**src/verilog/nalu_pkg.sv**
```systemverilog
// Shared constants and types of the nibble ALU execution block
package nalu_pkg;
    localparam int PORT_BITS = 32;
    localparam logic [11:0] ADDR_PAGE = 12'h000;
    localparam logic [11:0] ADDR_STATUS = 12'h004;
    localparam logic [11:0] ADDR_PORT_OUT = 12'h008;
    localparam int STAT_ACC_LSB = 0;
    localparam int STAT_CARRY_BIT = 4;
    localparam int STAT_BUSY_BIT = 5;
    localparam int STAT_ZRESET_BIT = 6;
    localparam logic [1:0] PAGE_RESET = 2'h0;
    localparam logic [3:0] ACC_RESET = 4'h0;
    localparam logic [31:0] PORT_OUT_RESET = 32'h0000_0000;
    localparam logic [31:0] PRDATA_IDLE = 32'h0000_0000;
    // Instruction word fields
    localparam int FAM_MSB = 9;
    localparam int FAM_LSB = 6;
    localparam int BANK_BIT = 5;
    localparam int KIND_BIT = 4;
    localparam int PORT_BIT = 3;
    localparam int IMM_HI_MSB = 8;
    localparam int IMM_HI_LSB = 5;
    localparam logic [3:0] FAM_AND = 4'hd;
    localparam logic [3:0] FAM_OR = 4'he;
    localparam logic [3:0] FAM_XOR = 4'ha;
    localparam logic [3:0] FAM_LOAD = 4'hf;
    localparam logic [3:0] FAM_OUT = 4'h2;
    localparam logic [3:0] FAM_STORE = 4'h3;
    localparam logic [3:0] LO_ROM = 4'h0;
    localparam logic [3:0] LO_IMM = 4'h1;
    localparam logic [3:0] LO_UNARY = 4'h3;
    localparam logic [3:0] POINTER_PAIR = 4'h0;

    typedef enum logic [1:0] {
        ST_IDLE = 2'b00,
        ST_RD = 2'b01,
        ST_RM = 2'b11,
        ST_EX = 2'b10
    } nalu_state_type;

    typedef enum logic [3:0] {
        OP_NOP, OP_REG, OP_ROM, OP_IMM, OP_PORT, OP_INC, OP_ROT, OP_ROTZ,
        OP_OUT_A, OP_OUT_IMM, OP_STORE, OP_PAIR_IMM, OP_PAIR_ROM
    } nalu_op_type;

    typedef struct packed {
        logic [9:0] word2;
        logic [9:0] word1;
    } nalu_instr_type;

    typedef struct packed {
        logic psel;
        logic penable;
        logic pwrite;
        logic [11:0] paddr;
        logic [31:0] pwdata;
    } nalu_apb_req_type;

    typedef struct packed {
        logic [1:0] en;
        logic [3:0] addr;
        logic [7:0] data;
    } nalu_rf_wr_type;
endpackage

```
**src/verilog/nalu_core.sv**
```systemverilog
// Execution datapath of the 4-bit core: logic, rotate, port and transfer ops
//
// Overview of operation
// - AND with ROM nibble; carry from bit 3
// - ROM address from page and pointer pair
// - AND immediate; carry from both bit 3
// - OR register into accumulator, clear carry
// - OR ROM nibble into accumulator, clear carry
// - OR immediate into accumulator, clear carry
// - XOR register; carry from both bit 3
// - XOR ROM nibble; carry from bit 3
// - XOR immediate; carry from both bit 3
// - Increment accumulator; carry on wrap to zero
// - Rotate left; old bit 3 to carry
// - Zero accumulator rotate raises internal reset
// - Port input loads accumulator, clears carry
// - Port output latches accumulator until rewritten
// - Logic ops with port value
// - Immediate byte written to port pair
// - Register to accumulator, clear carry
// - ROM nibble to accumulator, clear carry
// - Immediate to accumulator, clear carry
// - Accumulator to register, carry unchanged
// - Immediate byte to register pair
// - ROM word to pair one to F
// - Page register gives two top address bits
// - AND register; carry from both bit 3
`timescale 1ns/1ps
module nalu_core (
    input wire logic clk,
    input wire logic nrst,
    input wire nalu_pkg::nalu_apb_req_type apb,
    output logic [31:0] prdata,
    output logic pready,
    output logic pslverr,
    input wire nalu_pkg::nalu_instr_type instr,
    input wire logic instr_valid,
    output logic instr_ready,
    output logic instr_done,
    output logic [9:0] rom_addr,
    input wire logic [9:0] rom_data,
    input wire logic [31:0] port_pins,
    output logic [31:0] port_out,
    output logic [3:0] acc_out,
    output logic carry_flag,
    output logic int_reset
);
    typedef struct packed {
        nalu_pkg::nalu_state_type st;
        nalu_pkg::nalu_instr_type ins;
        logic [3:0] acc;
        logic carry;
        logic [1:0] prog_page_select_reg;
        logic [31:0] pout;
        logic int_reset;
        logic zr_seen;
        logic [31:0] prdata;
        logic slverr;
    } nalu_core_state_type;
    localparam nalu_core_state_type CORE_RESET = '{
        st: nalu_pkg::ST_IDLE,
        acc: nalu_pkg::ACC_RESET,
        prog_page_select_reg: nalu_pkg::PAGE_RESET,
        pout: nalu_pkg::PORT_OUT_RESET,
        prdata: nalu_pkg::PRDATA_IDLE,
        default: '0
    };
    nalu_core_state_type s_q;
    nalu_core_state_type s_d;
    nalu_pkg::nalu_rf_wr_type rf_wr;
    nalu_pkg::nalu_op_type op;
    logic [7:0] rf_rd;
    logic [7:0] rom_pointer_pair;
    logic [31:0] pins_s;
    logic [3:0] fam;
    logic bank;
    logic [3:0] idx;
    logic [3:0] pslot;
    logic [3:0] opnd;
    logic [4:0] alu;
    logic [7:0] imm8;
    logic ex;

    ////////////////////////////////////////////////////////////////////////////
    // Helpers
    function automatic nalu_pkg::nalu_op_type decode(input logic [9:0] w);
        logic [3:0] f;
        logic [3:0] lo;
        logic lfam;
        f = w[nalu_pkg::FAM_MSB:nalu_pkg::FAM_LSB];
        lo = w[3:0];
        lfam = (f == nalu_pkg::FAM_AND) || (f == nalu_pkg::FAM_OR)
            || (f == nalu_pkg::FAM_XOR) || (f == nalu_pkg::FAM_LOAD);
        decode = nalu_pkg::OP_NOP;
        if (!w[nalu_pkg::KIND_BIT]) begin
            if (lfam) begin
                decode = nalu_pkg::OP_REG;
            end else if (f == nalu_pkg::FAM_STORE) begin
                decode = nalu_pkg::OP_STORE;
            end else if (f == nalu_pkg::FAM_OUT && !w[nalu_pkg::BANK_BIT]) begin
                decode = nalu_pkg::OP_PAIR_IMM;
            end else if (f == nalu_pkg::FAM_OUT && lo != nalu_pkg::POINTER_PAIR) begin
                decode = nalu_pkg::OP_PAIR_ROM;
            end
        end else if (w[nalu_pkg::PORT_BIT]) begin
            if (lfam) begin
                decode = nalu_pkg::OP_PORT;
            end else if (f == nalu_pkg::FAM_OUT) begin
                decode = nalu_pkg::OP_OUT_A;
            end else if (f == nalu_pkg::FAM_STORE && !w[nalu_pkg::BANK_BIT]) begin
                decode = nalu_pkg::OP_OUT_IMM;
            end
        end else if (lo == nalu_pkg::LO_ROM && lfam) begin
            decode = nalu_pkg::OP_ROM;
        end else if (lo == nalu_pkg::LO_IMM && w[nalu_pkg::BANK_BIT] && lfam) begin
            decode = nalu_pkg::OP_IMM;
        end else if (lo == nalu_pkg::LO_UNARY && !w[nalu_pkg::BANK_BIT]) begin
            if (f == nalu_pkg::FAM_XOR) begin
                decode = nalu_pkg::OP_INC;
            end else if (f == nalu_pkg::FAM_OR) begin
                decode = nalu_pkg::OP_ROT;
            end else if (f == nalu_pkg::FAM_LOAD) begin
                decode = nalu_pkg::OP_ROTZ;
            end
        end
    endfunction
    // Valid flag and 3-bit latch slot {bank, index code}
    function automatic logic [3:0] port_slot(input logic b, input logic [2:0] code);
        port_slot = {1'b1, b, 2'h0};
        case (code)
            3'h0: port_slot[1:0] = 2'h0;
            3'h1: port_slot[1:0] = 2'h1;
            3'h3: port_slot[1:0] = 2'h2;
            3'h4: port_slot[1:0] = 2'h3;
            default: port_slot[3] = 1'b0;
        endcase
    endfunction
    function automatic logic [3:0] nib(input logic [31:0] v, input logic [2:0] slot);
        nib = v[{slot, 2'h0} +: 4];
    endfunction
    // Carry in bit 4, result in bits 3..0
    function automatic logic [4:0] alu_fn(input logic [3:0] f, input logic [3:0] a,
                                          input logic [3:0] b);
        case (f)
            nalu_pkg::FAM_AND: alu_fn = {a[3] & b[3], a & b};
            nalu_pkg::FAM_OR: alu_fn = {1'b0, a | b};
            nalu_pkg::FAM_XOR: alu_fn = {a[3] & b[3], a ^ b};
            default: alu_fn = {1'b0, b};
        endcase
    endfunction

    ////////////////////////////////////////////////////////////////////////////
    // Submodules
    nalu_regfile u_regfile (
        .clk(clk),
        .nrst(nrst),
        .rd_addr(idx),
        .wr(rf_wr),
        .rd_data(rf_rd),
        .ptr_data(rom_pointer_pair)
    );
    nalu_pin_sync u_pin_sync (
        .clk(clk),
        .nrst(nrst),
        .pins(port_pins),
        .level(pins_s)
    );

    ////////////////////////////////////////////////////////////////////////////
    // Operand path
    assign fam = s_q.ins.word1[nalu_pkg::FAM_MSB:nalu_pkg::FAM_LSB];
    assign bank = s_q.ins.word1[nalu_pkg::BANK_BIT];
    assign idx = s_q.ins.word1[3:0];
    assign pslot = port_slot(bank, s_q.ins.word1[2:0]);
    assign imm8 = {s_q.ins.word2[nalu_pkg::IMM_HI_MSB:nalu_pkg::IMM_HI_LSB], s_q.ins.word2[3:0]};
    assign op = decode(s_q.ins.word1);
    assign ex = (s_q.st == nalu_pkg::ST_EX);
    always_comb begin
        case (op)
            nalu_pkg::OP_REG: opnd = bank ? rf_rd[7:4] : rf_rd[3:0];
            nalu_pkg::OP_ROM: opnd = bank ? rom_data[3:0] : rom_data[7:4];
            nalu_pkg::OP_IMM: opnd = s_q.ins.word2[3:0];
            nalu_pkg::OP_PORT: opnd = nib(pins_s, pslot[2:0]);
            default: opnd = 4'h0;
        endcase
    end
    assign alu = alu_fn(fam, s_q.acc, opnd);

    ////////////////////////////////////////////////////////////////////////////
    // Next state
    always_comb begin
        s_d = s_q;
        rf_wr = '0;
        s_d.int_reset = 1'b0;
        // Register access; setup phase prepares read data
        if (apb.psel && !apb.penable) begin
            s_d.prdata = nalu_pkg::PRDATA_IDLE;
            s_d.slverr = 1'b0;
            if (apb.paddr == nalu_pkg::ADDR_PAGE) begin
                s_d.prdata[1:0] = s_q.prog_page_select_reg;
            end else if (apb.paddr == nalu_pkg::ADDR_STATUS) begin
                s_d.prdata[nalu_pkg::STAT_ACC_LSB +: 4] = s_q.acc;
                s_d.prdata[nalu_pkg::STAT_CARRY_BIT] = s_q.carry;
                s_d.prdata[nalu_pkg::STAT_BUSY_BIT] = (s_q.st != nalu_pkg::ST_IDLE);
                s_d.prdata[nalu_pkg::STAT_ZRESET_BIT] = s_q.zr_seen;
            end else if (apb.paddr == nalu_pkg::ADDR_PORT_OUT) begin
                s_d.prdata = s_q.pout;
            end else begin
                s_d.slverr = 1'b1;
            end
        end
        if (apb.psel && apb.penable && apb.pwrite) begin
            if (apb.paddr == nalu_pkg::ADDR_PAGE) begin
                s_d.prog_page_select_reg = apb.pwdata[1:0];
            end else if (apb.paddr == nalu_pkg::ADDR_STATUS
                         && apb.pwdata[nalu_pkg::STAT_ZRESET_BIT]) begin
                s_d.zr_seen = 1'b0;
            end
        end
        // Execution sequence
        case (s_q.st)
            nalu_pkg::ST_IDLE: begin
                if (instr_valid) begin
                    s_d.ins = instr;
                    s_d.st = nalu_pkg::ST_RD;
                end
            end
            nalu_pkg::ST_RD: s_d.st = nalu_pkg::ST_RM;
            nalu_pkg::ST_RM: s_d.st = nalu_pkg::ST_EX;
            nalu_pkg::ST_EX: begin
                s_d.st = nalu_pkg::ST_IDLE;
                case (op)
                    nalu_pkg::OP_REG, nalu_pkg::OP_ROM, nalu_pkg::OP_IMM: begin
                        s_d.acc = alu[3:0];
                        s_d.carry = alu[4];
                    end
                    nalu_pkg::OP_PORT: begin
                        if (pslot[3]) begin
                            s_d.acc = alu[3:0];
                            s_d.carry = alu[4];
                        end
                    end
                    nalu_pkg::OP_INC: begin
                        s_d.acc = 4'(s_q.acc + 4'h1);
                        s_d.carry = (s_q.acc == 4'hf);
                    end
                    nalu_pkg::OP_ROT: begin
                        s_d.acc = {s_q.acc[2:0], s_q.acc[3]};
                        s_d.carry = s_q.acc[3];
                    end
                    nalu_pkg::OP_ROTZ: begin
                        if (s_q.acc == 4'h0) begin
                            s_d.int_reset = 1'b1;
                            s_d.zr_seen = 1'b1;
                        end else begin
                            s_d.acc = {s_q.acc[2:0], s_q.acc[3]};
                            s_d.carry = s_q.acc[3];
                        end
                    end
                    nalu_pkg::OP_OUT_A: begin
                        if (pslot[3]) begin
                            s_d.pout[{pslot[2:0], 2'h0} +: 4] = s_q.acc;
                        end
                    end
                    nalu_pkg::OP_OUT_IMM: begin
                        if (pslot[3]) begin
                            s_d.pout[{1'b1, pslot[1:0], 2'h0} +: 4] = imm8[7:4];
                            s_d.pout[{1'b0, pslot[1:0], 2'h0} +: 4] = imm8[3:0];
                        end
                    end
                    nalu_pkg::OP_STORE: begin
                        rf_wr.en = bank ? 2'b10 : 2'b01;
                        rf_wr.addr = idx;
                        rf_wr.data = {s_q.acc, s_q.acc};
                    end
                    nalu_pkg::OP_PAIR_IMM: begin
                        rf_wr.en = 2'b11;
                        rf_wr.addr = idx;
                        rf_wr.data = imm8;
                    end
                    nalu_pkg::OP_PAIR_ROM: begin
                        rf_wr.en = 2'b11;
                        rf_wr.addr = idx;
                        rf_wr.data = rom_data[7:0];
                    end
                    default: s_d.st = nalu_pkg::ST_IDLE;
                endcase
            end
            default: s_d.st = nalu_pkg::ST_IDLE;
        endcase
    end
    always_ff @(posedge clk) begin
        if (!nrst) begin
            s_q <= CORE_RESET;
        end else begin
            s_q <= s_d;
        end
    end

    ////////////////////////////////////////////////////////////////////////////
    // Outputs
    assign rom_addr = {s_q.prog_page_select_reg, rom_pointer_pair};
    assign prdata = s_q.prdata;
    assign pready = 1'b1;
    assign pslverr = s_q.slverr & apb.psel & apb.penable;
    assign instr_ready = (s_q.st == nalu_pkg::ST_IDLE);
    assign instr_done = ex;
    assign port_out = s_q.pout;
    assign acc_out = s_q.acc;
    assign carry_flag = s_q.carry;
    assign int_reset = s_q.int_reset;
endmodule

```
**src/verilog/nalu_pin_sync.sv**
```systemverilog
// Three-stage synchroniser for the port input pins
`timescale 1ns/1ps
module nalu_pin_sync (
    input wire logic clk,
    input wire logic nrst,
    input wire logic [nalu_pkg::PORT_BITS-1:0] pins,
    output logic [nalu_pkg::PORT_BITS-1:0] level
);
    typedef struct packed {
        logic [nalu_pkg::PORT_BITS-1:0] ff1;
        logic [nalu_pkg::PORT_BITS-1:0] ff2;
        logic [nalu_pkg::PORT_BITS-1:0] ff3;
        logic [nalu_pkg::PORT_BITS-1:0] out;
    } nalu_sync_state_type;

    nalu_sync_state_type s_q;
    nalu_sync_state_type s_d;

    always_comb begin
        s_d = s_q;
        s_d.ff1 = pins;
        s_d.ff2 = s_q.ff1;
        s_d.ff3 = s_q.ff2;
        for (int i = 0; i < nalu_pkg::PORT_BITS; i++) begin
            if (s_q.ff2[i] == s_q.ff3[i]) begin
                s_d.out[i] = s_q.ff3[i];
            end
        end
    end

    always_ff @(posedge clk) begin
        if (!nrst) begin
            s_q <= '0;
        end else begin
            s_q <= s_d;
        end
    end

    assign level = s_q.out;
endmodule

```
**src/verilog/nalu_regfile.sv**
```systemverilog
// Working register memory: sixteen bank-1/bank-0 nibble pairs
`timescale 1ns/1ps
module nalu_regfile (
    input wire logic clk,
    input wire logic nrst,
    input wire logic [3:0] rd_addr,
    input wire nalu_pkg::nalu_rf_wr_type wr,
    output logic [7:0] rd_data,
    output logic [7:0] ptr_data
);
    typedef struct packed {
        logic [15:0][7:0] mem;
        logic [7:0] rd;
        logic [7:0] ptr;
    } nalu_rf_state_type;

    nalu_rf_state_type s_q;
    nalu_rf_state_type s_d;

    always_comb begin
        s_d = s_q;
        s_d.rd = s_q.mem[rd_addr];
        s_d.ptr = s_q.mem[nalu_pkg::POINTER_PAIR];
        if (wr.en[1]) begin
            s_d.mem[wr.addr][7:4] = wr.data[7:4];
        end
        if (wr.en[0]) begin
            s_d.mem[wr.addr][3:0] = wr.data[3:0];
        end
    end

    always_ff @(posedge clk) begin
        if (!nrst) begin
            s_q <= '0;
        end else begin
            s_q <= s_d;
        end
    end

    assign rd_data = s_q.rd;
    assign ptr_data = s_q.ptr;
endmodule
```
**config.mk**
```make
export PLATFORM = sky130hd
export DESIGN_NAME = nalu_core
export DESIGN_NICKNAME = d
export VERILOG_FILES = /design/src/verilog/nalu_pkg.sv /design/src/verilog/nalu_core.sv /design/src/verilog/nalu_pin_sync.sv /design/src/verilog/nalu_regfile.sv
export SDC_FILE = /design/constraint.sdc
export NUM_CORES = 1
export LEC_CHECK = 0
export BUFFER_PORTS_ARGS = -buffer_cell sky130_fd_sc_hd__buf_2
export CAP_MARGIN = 20
export CELL_PAD_IN_SITES_DETAIL_PLACEMENT = 1
export CELL_PAD_IN_SITES_GLOBAL_PLACEMENT = 2
export CORE_MARGIN = 2
export CORE_UTILIZATION = 36
export DETAILED_ROUTE_END_ITERATION = 7
export PLACE_DENSITY = 0.89
export SLEW_MARGIN = 20
export SYNTH_ARGS = -nofsm -noshare
export SYNTH_HDL_FRONTEND = slang
export SYNTH_SLANG_ARGS = --single-unit
```
**constraint.sdc**
```tcl
create_clock -name clk -period 4.07 [get_ports clk]
set_clock_uncertainty 0.15 [all_clocks]
set_input_delay 0.407 -clock clk [delete_from_list [all_inputs] [get_ports clk]]
set_output_delay 0.407 -clock clk [all_outputs]
set_load 0.1 [all_outputs]
```
==> qor.yml, run 1 <==
logic_synthesis:
  synth_edf_count: 0
  synth_top_family_by_area: "compound AO/OA/AOI/OAI gates"
  synth-adder-area-share_pct: 0.888
  async_reset_ff_share_pct: 0
  ys_ff_latch: 366
  yosys.area.top_type: "dfxtp_1"
  syn-cell-area_sq_um: 15500
  synth_xor_area_share_pct: 0.0565
  muxShareOfSynthArea_pct: 9.62
  synth-compound-area-share_pct: 17.9
  seq_area_frac_synth_pct: 47.3
  syn_nets: 1758
  yosysWarnings: 0
  synth-simple-area-share_pct: 17.3
  synthFlopType: "dfxtp_1"
  yosys-top-cells-area: "dfxtp_1 47%, mux4_2 5.8%, and2_1 4.7%, buf_4 3.9%, o21ai_0 3.8%"
  synth_area_per_cell_sq_um: 9.48
  synthDistinctLibCells: 82
  netlist_instances: 1635
  synth_top_area_share_pct: 47.3
flow_run:
  cap_violations: 0
worst_hold_path:
  hp-class: "in -> reg"
  holdPathStages: 3
sta:
  worst_pin_slew_ns: 0.860
  fin_crit_ns: 3.87
  fin_tns_setup_ns: 0
  finalSetupViolations: 0
  relSlewSlack_pct: 42.1
  rsz0062_at_grt: "no"
  fin_crit_sh_pct: 95.1
  timing.fmax_mhz: 258
  drv_slew: 0
  hold_viol_final: 0
pwr:
  p_total_mw: 8.05
  cellLeakagePower_nw: 7.05
  power_density_nw_per_um2: 438
  vdd_ir_drop_max_mv: 0.249
detailed_routing:
  vias: 12800
  wl_per_cell_microns: 20.4
  drt_iter0_markers: 816
  drt_wl_total_microns: 47700
  drcViolationCount: 0
  drt_first_pass_iters: 4
  viasPerCell: 5.46
  final_antenna_net_count: 0
critical_path:
  critical_path_depth: 13
  end_kind: "register"
  crit_type: "reg -> reg"
  critical-path-top-delay-family: "compound AO/OA/AOI/OAI gates"
  max_stage_delay_ns: 0.63
  crit_arrival_ns: 4.19
  path_cells: "mux2_2 -> a221oi_1 -> a21o_1 -> nand2_1 -> nor4_1 -> a21oi_1 -> nand2b_1 -> ha_1 -> nor2b_1 -> o22ai_1 -> a311oi_1 -> o211ai_1 -> o22ai_1"
  path_buf_inv: 0
  worstPathRequired_ns: 4.39
  cp_common_cell: "o22ai_1"
  startpoint_type: "register"
  path_max_fanout: 11
  worstRegToRegCells: 13
  critPathSlowestCell: "nor4_1"
grt:
  grt_pass1_wl_microns: 74700
  grt_max_degree: 186
  grt_overflow_total: 0
  grtUsageTotal_pct: 21.3
  grt_pass1_vias: 13300
  antenna_found_initial: 0
cells_and_area:
  final_cell_mix: "364 x dfxtp_1, 160 x buf_2, 150 x nand2_1"
  drive_gt1_share_pct: 20.3
  final_common_cell: "dfxtp_1"
  nets: 1886
  syn2layout_area_growth_pct: 18.5
  n_antenna_cell: 0
  fillers: 4896
floorplan:
  start_util_pct: 36.2
  die_w_microns: 211
  io_pins: 196
  die_area_sq_um: 44700
  die_h_microns: 211
  core_sq_um: 42800
  num_rows: 76
clocking:
  clock_latency_ns: 0.58
  cts_tree: "yes"
  numCtsBuffers: 41
  clock-sinks: 366
  cts_root_buffer: "clkbuf_16"
  h-tree-depth: 2
  cts.clk_slew.worst_paths_ns: 0.06
  clockBufferDepth: 3
run_status:
  run_status: "complete, no violations"
placement:
  dpl.hpwl_microns: 32700
  io_buffers: 161
  place.gp.congestion: 0.857
metal layers:
metal / vias to the layer above / wire length (microns) / track usage [%]
met3: 88 / 1970 / 3.46
li1: 6036 / - / -
met1: 6358 / 20900 / 26.6
met5: - / 0 / 0
met2: 302 / 23400 / 37.0
met4: 0 / 1460 / 7.58
synthesized netlist by cell type (5+ instances only):
library cell	count
o2111ai_1	5
dfxtp_1	366
o21ai_1	5
o21ai_0	118
nor2_1	112
and2_1	116
buf_4	81
nor3_1	24
mux2i_1	50
nor2b_1	13
a221o_1	5
o31a_1	9
mux4_2	40
mux2_2	8
buf_2	15
a211oi_4	6
o22ai_1	28
nand2b_1	9
nand2_1	150
buf_1	7
a311oi_1	5
nand4_1	10
a221oi_1	5
o221ai_1	6
o311ai_0	8
o31ai_1	6
a21oi_1	105
nand3_1	64
and3_1	6
a22oi_1	25
clkbuf_1	81
a211oi_1	27
ha_1	11
inv_1	13
a31oi_1	12
tightest hold or removal path, cell delays in order:
cell and delay (ns):
buf_2 0.10, nor2_1 0.06, nor3_1 0.13
area by class of cell:
cell class | count | area, sq um | area share [%]
clock inverter | 18 | 229 | 1.25
inverter | 16 | 62.6 | 0.341
clock buffer | 56 | 1170 | 6.39
multi-input combinational | 1069 | 7110 | 38.7
sequential | 366 | 7330 | 39.9
tap | 546 | 683 | 3.72
timing repair buffer | 269 | 1770 | 9.62
power breakdown:
| group | switching [mW] | internal, mW | leakage (nW) |
|---|---|---|---|
| Combinational | 0.343 | 0.198 | 3.40 |
| Clock | 1.54 | 2.29 | 0.681 |
| Sequential | 0.0451 | 3.64 | 2.97 |
| Total | 1.92 | 6.12 | 7.05 |
cells by family after synthesis:
family,after synthesis
flops,366
compound gates,420
simple gates,538
other cells,1
xor+xnor,1
mux,98
fa+ha+maj,11
buf+inv,200
metrics by stage:
step                      hold slack (ns)  instance area, sq um  util (%)  instances  setup slack, ns
after floorplan                     0.262                 15500         -       1635            0.656
after global placement              0.264                 16400      38.4       2214            0.343
after detailed placement            0.270                 16400      38.4       2214            0.278
after CTS                          0.0344                 18400      42.9       2340            0.237
after global routing               0.0350                 18400      42.9       2340          0.00262
final                              0.0389                 18400      42.9       2340            0.200
path summary, 6_finish.rpt:
path | from | to | slack (ns)
max | fam[0] | acc_out[3] | 0.20
min | instr_valid | s_q[94] | 0.04
max reg2reg | fam[0] | acc_out[3] | 0.20
min reg2reg | u_pin_sync.s_d[74] | u_pin_sync.s_d[42] | 0.28
registers in the layout, summed over array words and instances, names as in the netlist, 4 cells and up:
name and count:
u_pin_sync.s_d 64, u_pin_sync.s_q 32, u_pin_sync.level 32, fam 4
imm8 8, acc_out 4, s_q 5, u_regfile.ptr_data 8
prdata 32, port_out 32, u_regfile.s_q 120, u_regfile.rd_data 8
u_regfile.s_d 8, idx 4
timing repair:
item / in CTS / in global routing
gates resized for setup: 0 / 2
hold endpoints to repair: 52 / 0
setup endpoints to repair: 0 / 2
setup buffers: 0 / 0
hold buffers: 52 / 0
No activity file was read; power rests on OpenSTA's default activity.
==> run 2: changes to the inputs <==
PLACE_DENSITY = 0.85   (was 0.89)
SKIP_LAST_GASP = 1   (was unset)
==> qor.yml, run 2 (synthesis results as in run 1) <==
sta:
  hold_viol_final: 0
  fin_crit_sh_pct: 94.7
  drv_slew: 0
  finalSetupViolations: 0
  fin_crit_ns: 3.85
  timing.fmax_mhz: 259
  fin_tns_setup_ns: 0
  worst_pin_slew_ns: 0.977
  relSlewSlack_pct: 34.2
critical_path:
  end_kind: "register"
  startpoint_type: "register"
  worstPathRequired_ns: 4.41
  regToRegStartpoint: "idx[0]"
  path_max_fanout: 20
  crit_start: "idx[0]"
  crit_arrival_ns: 4.19
  crit_type: "reg -> reg"
worst_hold_path:
  min_from: "apb[6]"
  hp-class: "in -> reg"
grt:
  grt_overflow_total: 0
  grt_pass1_wl_microns: 74200
  grt_max_degree: 124
  antenna_found_initial: 1
  grt_pass1_vias: 13000
  grtUsageTotal_pct: 21.3
detailed_routing:
  drt_wl_total_microns: 47500
  wl_per_cell_microns: 20.3
  drt_first_pass_iters: 4
  final_antenna_net_count: 0
  drcViolationCount: 0
  drt_iter0_markers: 733
  vias: 12700
  viasPerCell: 5.42
pwr:
  p_seq_share_pct: 44.6
  clockPowerShare_pct: 48.7
  total_switching_power_mw: 1.93
  p_sw_share_pct: 23.4
  power_density_nw_per_um2: 447
  vdd_ir_drop_max_mv: 0.391
  cellLeakagePower_nw: 7.10
  p_int_mw: 6.32
  p_comb_share_pct: 6.6
cells_and_area:
  regMostFlops: "u_regfile.s_q"
  final_area_sq_um: 18500
  final_cells: 2340
  final_cell_mix: "364 x dfxtp_1, 160 x buf_2, 150 x nand2_1"
  drive_gt1_share_pct: 20.4
  nets: 1887
  syn2layout_area_growth_pct: 19.1
  final_common_cell: "dfxtp_1"
  largest_reg_flops: 120
clocking:
  cts_root_buffer: "clkbuf_16"
  numCtsBuffers: 40
  cts_setup_buffers: 0
  cts_tree: "yes"
  clockBufferDepth: 3
  clock-sinks: 366
  cts.clk_slew.worst_paths_ns: 0.06
  clock_latency_ns: 0.59
  h-tree-depth: 2
flow_run:
  cap_violations: 0
placement:
  dpl.cell_count: 2215
  place.gp.congestion: 0.882
  dpl.hpwl_microns: 33300
  placed_area_sq_um: 16400
  io_buffers: 161
floorplan:
  die_area_sq_um: 44700
  start_util_pct: 36.2
  num_rows: 76
  die_h_microns: 211
  io_pins: 196
  die_w_microns: 211
  core_sq_um: 42800
run_status:
  run_status: "complete, no violations"
## run 2: cell types whose count changed in the layout (fill, tap and decap cells not counted), moves of 2 or more
| cell | change |
|---|---|
| clkbuf_1 | -3 |
| clkinvlp_4 | -3 |
| clkbuf_16 | -2 |
| bufinv_16 | +4 |
## run 2: metal layers
layer	track usage, %	wire length (microns)	vias to the layer above
met5	0	0	-
met4	8.09	1610	0
met3	4.05	2180	83
met2	35.7	22700	306
met1	27.1	21000	6258
li1	-	-	6030
## run 2: layout make-up
type	instances	area [sq um]
Antenna cell	1	2.50
Clock buffer	52	1130
Clock inverter	19	359
Fill cell	4868	24300
Inverter	16	62.6
Multi-Input combinational cell	1069	7110
Sequential cell	366	7330
Tap cell	546	683
Timing Repair Buffer	271	1780
## run 2: worst paths after layout
path	to	slack (ns)	cells after the start
max	acc_out[3]	0.22	14
min reg2reg	u_pin_sync.s_d[36]	0.28	1
max reg2reg	acc_out[3]	0.22	14
min	s_q[33]	0.04	3
## run 2: timing repair
item / in CTS / in global routing
resized for setup: 0 / 1
hold buffers: 53 / 0
setup endpoints to repair: 0 / 2
hold endpoints to repair: 53 / 0
## run 2: critical path, stage by stage, from the launching register on
cell and delay, ns:
dfxtp_2 0.36, buf_4 0.34, nor2b_1 0.55, a211oi_1 0.24, a21oi_1 0.25, o211ai_1 0.12, nor4_1 0.51, a21oi_1 0.12
nand2b_1 0.19, ha_1 0.20, nor2b_1 0.11, o22ai_1 0.08, a311oi_1 0.29, o211ai_1 0.13, o22ai_1 0.12
## run 2: power by group through the flow
stage	registers [mW]	logic [mW]	clock network, mW
floorplan	3.74	0.330	0
global placement	3.75	0.497	0
detailed placement	3.76	0.503	0
CTS	3.68	0.544	4.10
global route	3.68	0.591	4.28
finish	3.68	0.547	4.02
## run 2: metrics by stage
step / util, % / power, mW / hold WS (ns) / setup slack, ns
floorplan: - / 4.07 / 0.262 / 0.656
global placement: 38.4 / 4.25 / 0.266 / 0.362
detailed placement: 38.4 / 4.26 / 0.271 / 0.302
CTS: 43.1 / 8.32 / 0.0173 / 0.244
global route: 43.1 / 8.55 / 0.0354 / -0.00351
finish: 43.1 / 8.24 / 0.0383 / 0.216
==> run 3: changes to the inputs <==
CORE_MARGIN = unset   (was 2)
clock period = 4 ns   (was 4.07 ns; I/O delays follow)
==> qor.yml, run 3 (synthesis results as in run 1) <==
detailed_routing:
  final_antenna_net_count: 0
  wl_per_cell_microns: 20.0
  drcViolationCount: 0
  drt_first_pass_iters: 4
  drt_iter0_markers: 707
  drt_wl_total_microns: 46500
  vias: 12800
  viasPerCell: 5.51
grt:
  grt_pass1_wl_microns: 72900
  grt_max_degree: 175
  grtUsageTotal_pct: 21.1
  antenna_found_initial: 0
  grt_overflow_total: 0
  grt_pass1_vias: 13000
pwr:
  vdd_ir_drop_max_mv: 0.330
  power_density_nw_per_um2: 449
  p_total_mw: 8.22
  cellLeakagePower_nw: 7.03
cells_and_area:
  final_cell_mix: "363 x dfxtp_1, 160 x buf_2, 149 x nand2_1"
  n_antenna_cell: 0
  drive_gt1_share_pct: 20.1
  syn2layout_area_growth_pct: 18.2
  regMostFlops: "u_regfile.s_q"
  largest_reg_flops: 120
  nets: 1878
  final_area_sq_um: 18300
  final_common_cell: "dfxtp_1"
sta:
  drv_slew: 0
  rsz0062_at_grt: "yes"
  fin_crit_ns: 3.81
  fin_tns_setup_ns: 0
  timing.fmax_mhz: 263
  fin_crit_sh_pct: 95.1
  relSlewSlack_pct: 40.4
  worst_pin_slew_ns: 0.895
  finalSetupViolations: 0
  hold_viol_final: 0
  whs_ns: 0.0362
critical_path:
  crit_arrival_ns: 4.13
  end_kind: "register"
  path_max_fanout: 8
  critical-path-top-delay-family: "compound AO/OA/AOI/OAI gates"
  crit_type: "reg -> reg"
  path_cells: "or3b_2 -> o21ai_0 -> o221ai_1 -> mux2_2 -> o31ai_1 -> o311ai_2 -> buf_4 -> ha_1 -> nor2b_1 -> o22ai_1 -> a31oi_1 -> o311ai_0 -> a31oi_1"
  cp_common_cell: "a31oi_1"
  path_buf_inv: 1
  startpoint_type: "register"
  critPathSlowestCell: "or3b_2"
  worstPathRequired_ns: 4.32
  max_stage_delay_ns: 0.49
clocking:
  numCtsBuffers: 40
  cts_tree: "yes"
  cts_root_buffer: "clkbuf_16"
  clock_latency_ns: 0.56
  clockBufferDepth: 3
  cts.clk_slew.worst_paths_ns: 0.06
  clock-sinks: 366
  h-tree-depth: 2
floorplan:
  core_sq_um: 42200
  num_rows: 75
  die_area_sq_um: 43900
  start_util_pct: 36.7
  die_w_microns: 209
  io_pins: 196
  die_h_microns: 209
run_status:
  run_status: "complete, no violations"
placement:
  place.gp.congestion: 0.879
  dpl.hpwl_microns: 31900
  placed_area_sq_um: 16400
  io_buffers: 161
worst_hold_path:
  hp-class: "in -> reg"
flow_run:
  cap_violations: 0
[run 3: final cells by class]
class,count,area [sq um]
Multi-Input combinational cell,1069,7120
Clock buffer,56,1170
Clock inverter,14,228
Timing Repair Buffer,262,1720
Fill cell,4773,23900
Sequential cell,366,7330
Inverter,16,62.6
Tap cell,539,674
[run 3: power breakdown]
group	switching (mW)	total [mW]	internal, mW	leakage [nW]
combinational	0.354	0.554	0.200	3.37
sequential	0.0436	3.74	3.70	2.97
clock	1.49	3.92	2.43	0.694
[run 3: timing repair]
item | CTS | global route
resized for setup | 1 | 7
hold buffers | 53 | 0
setup endpoints to repair | 1 | 5
hold endpoints to repair | 53 | 0
buffers inserted | 0 | 0
cloned | 0 | 0
[run 3: worst register-to-register path: stages (launching register included)]
cell      delay [ns]
dfxtp_1         0.44
or3b_2          0.49
o21ai_0         0.35
o221ai_1        0.31
mux2_2          0.38
o31ai_1         0.34
o311ai_2        0.20
buf_4           0.21
ha_1            0.18
nor2b_1         0.13
o22ai_1         0.09
a31oi_1         0.18
o311ai_0        0.12
a31oi_1         0.18
[run 3: routing by layer]
metal	up-vias	GRT usage, %	wire (microns)
li1	6030	-	-
met1	6355	27.1	20800
met2	311	35.0	21800
met3	90	3.28	2070
met4	0	9.19	1730
met5	-	0	0
[run 3: path summary, 6_finish.rpt]
check	end	slack, ns	depth (start not counted)	start
setup / recovery	acc_out[0]	0.19	13	idx[2]
hold / removal	s_q[33]	0.04	3	apb[6]
hold reg to reg	u_pin_sync.s_d[41]	0.28	1	u_pin_sync.s_d[73]
setup reg to reg	acc_out[0]	0.19	13	idx[2]
[run 3: through the flow]
stage               setup slack (ns)  utilization [%]  std cells
detailed placement           -0.0947             38.8       2199
finish                         0.194             43.4       2322
global route                 -0.0278             43.4       2322
global placement             -0.0184             38.8       2199
floorplan                      0.586                -       1635
CTS                           0.0585             43.3       2322
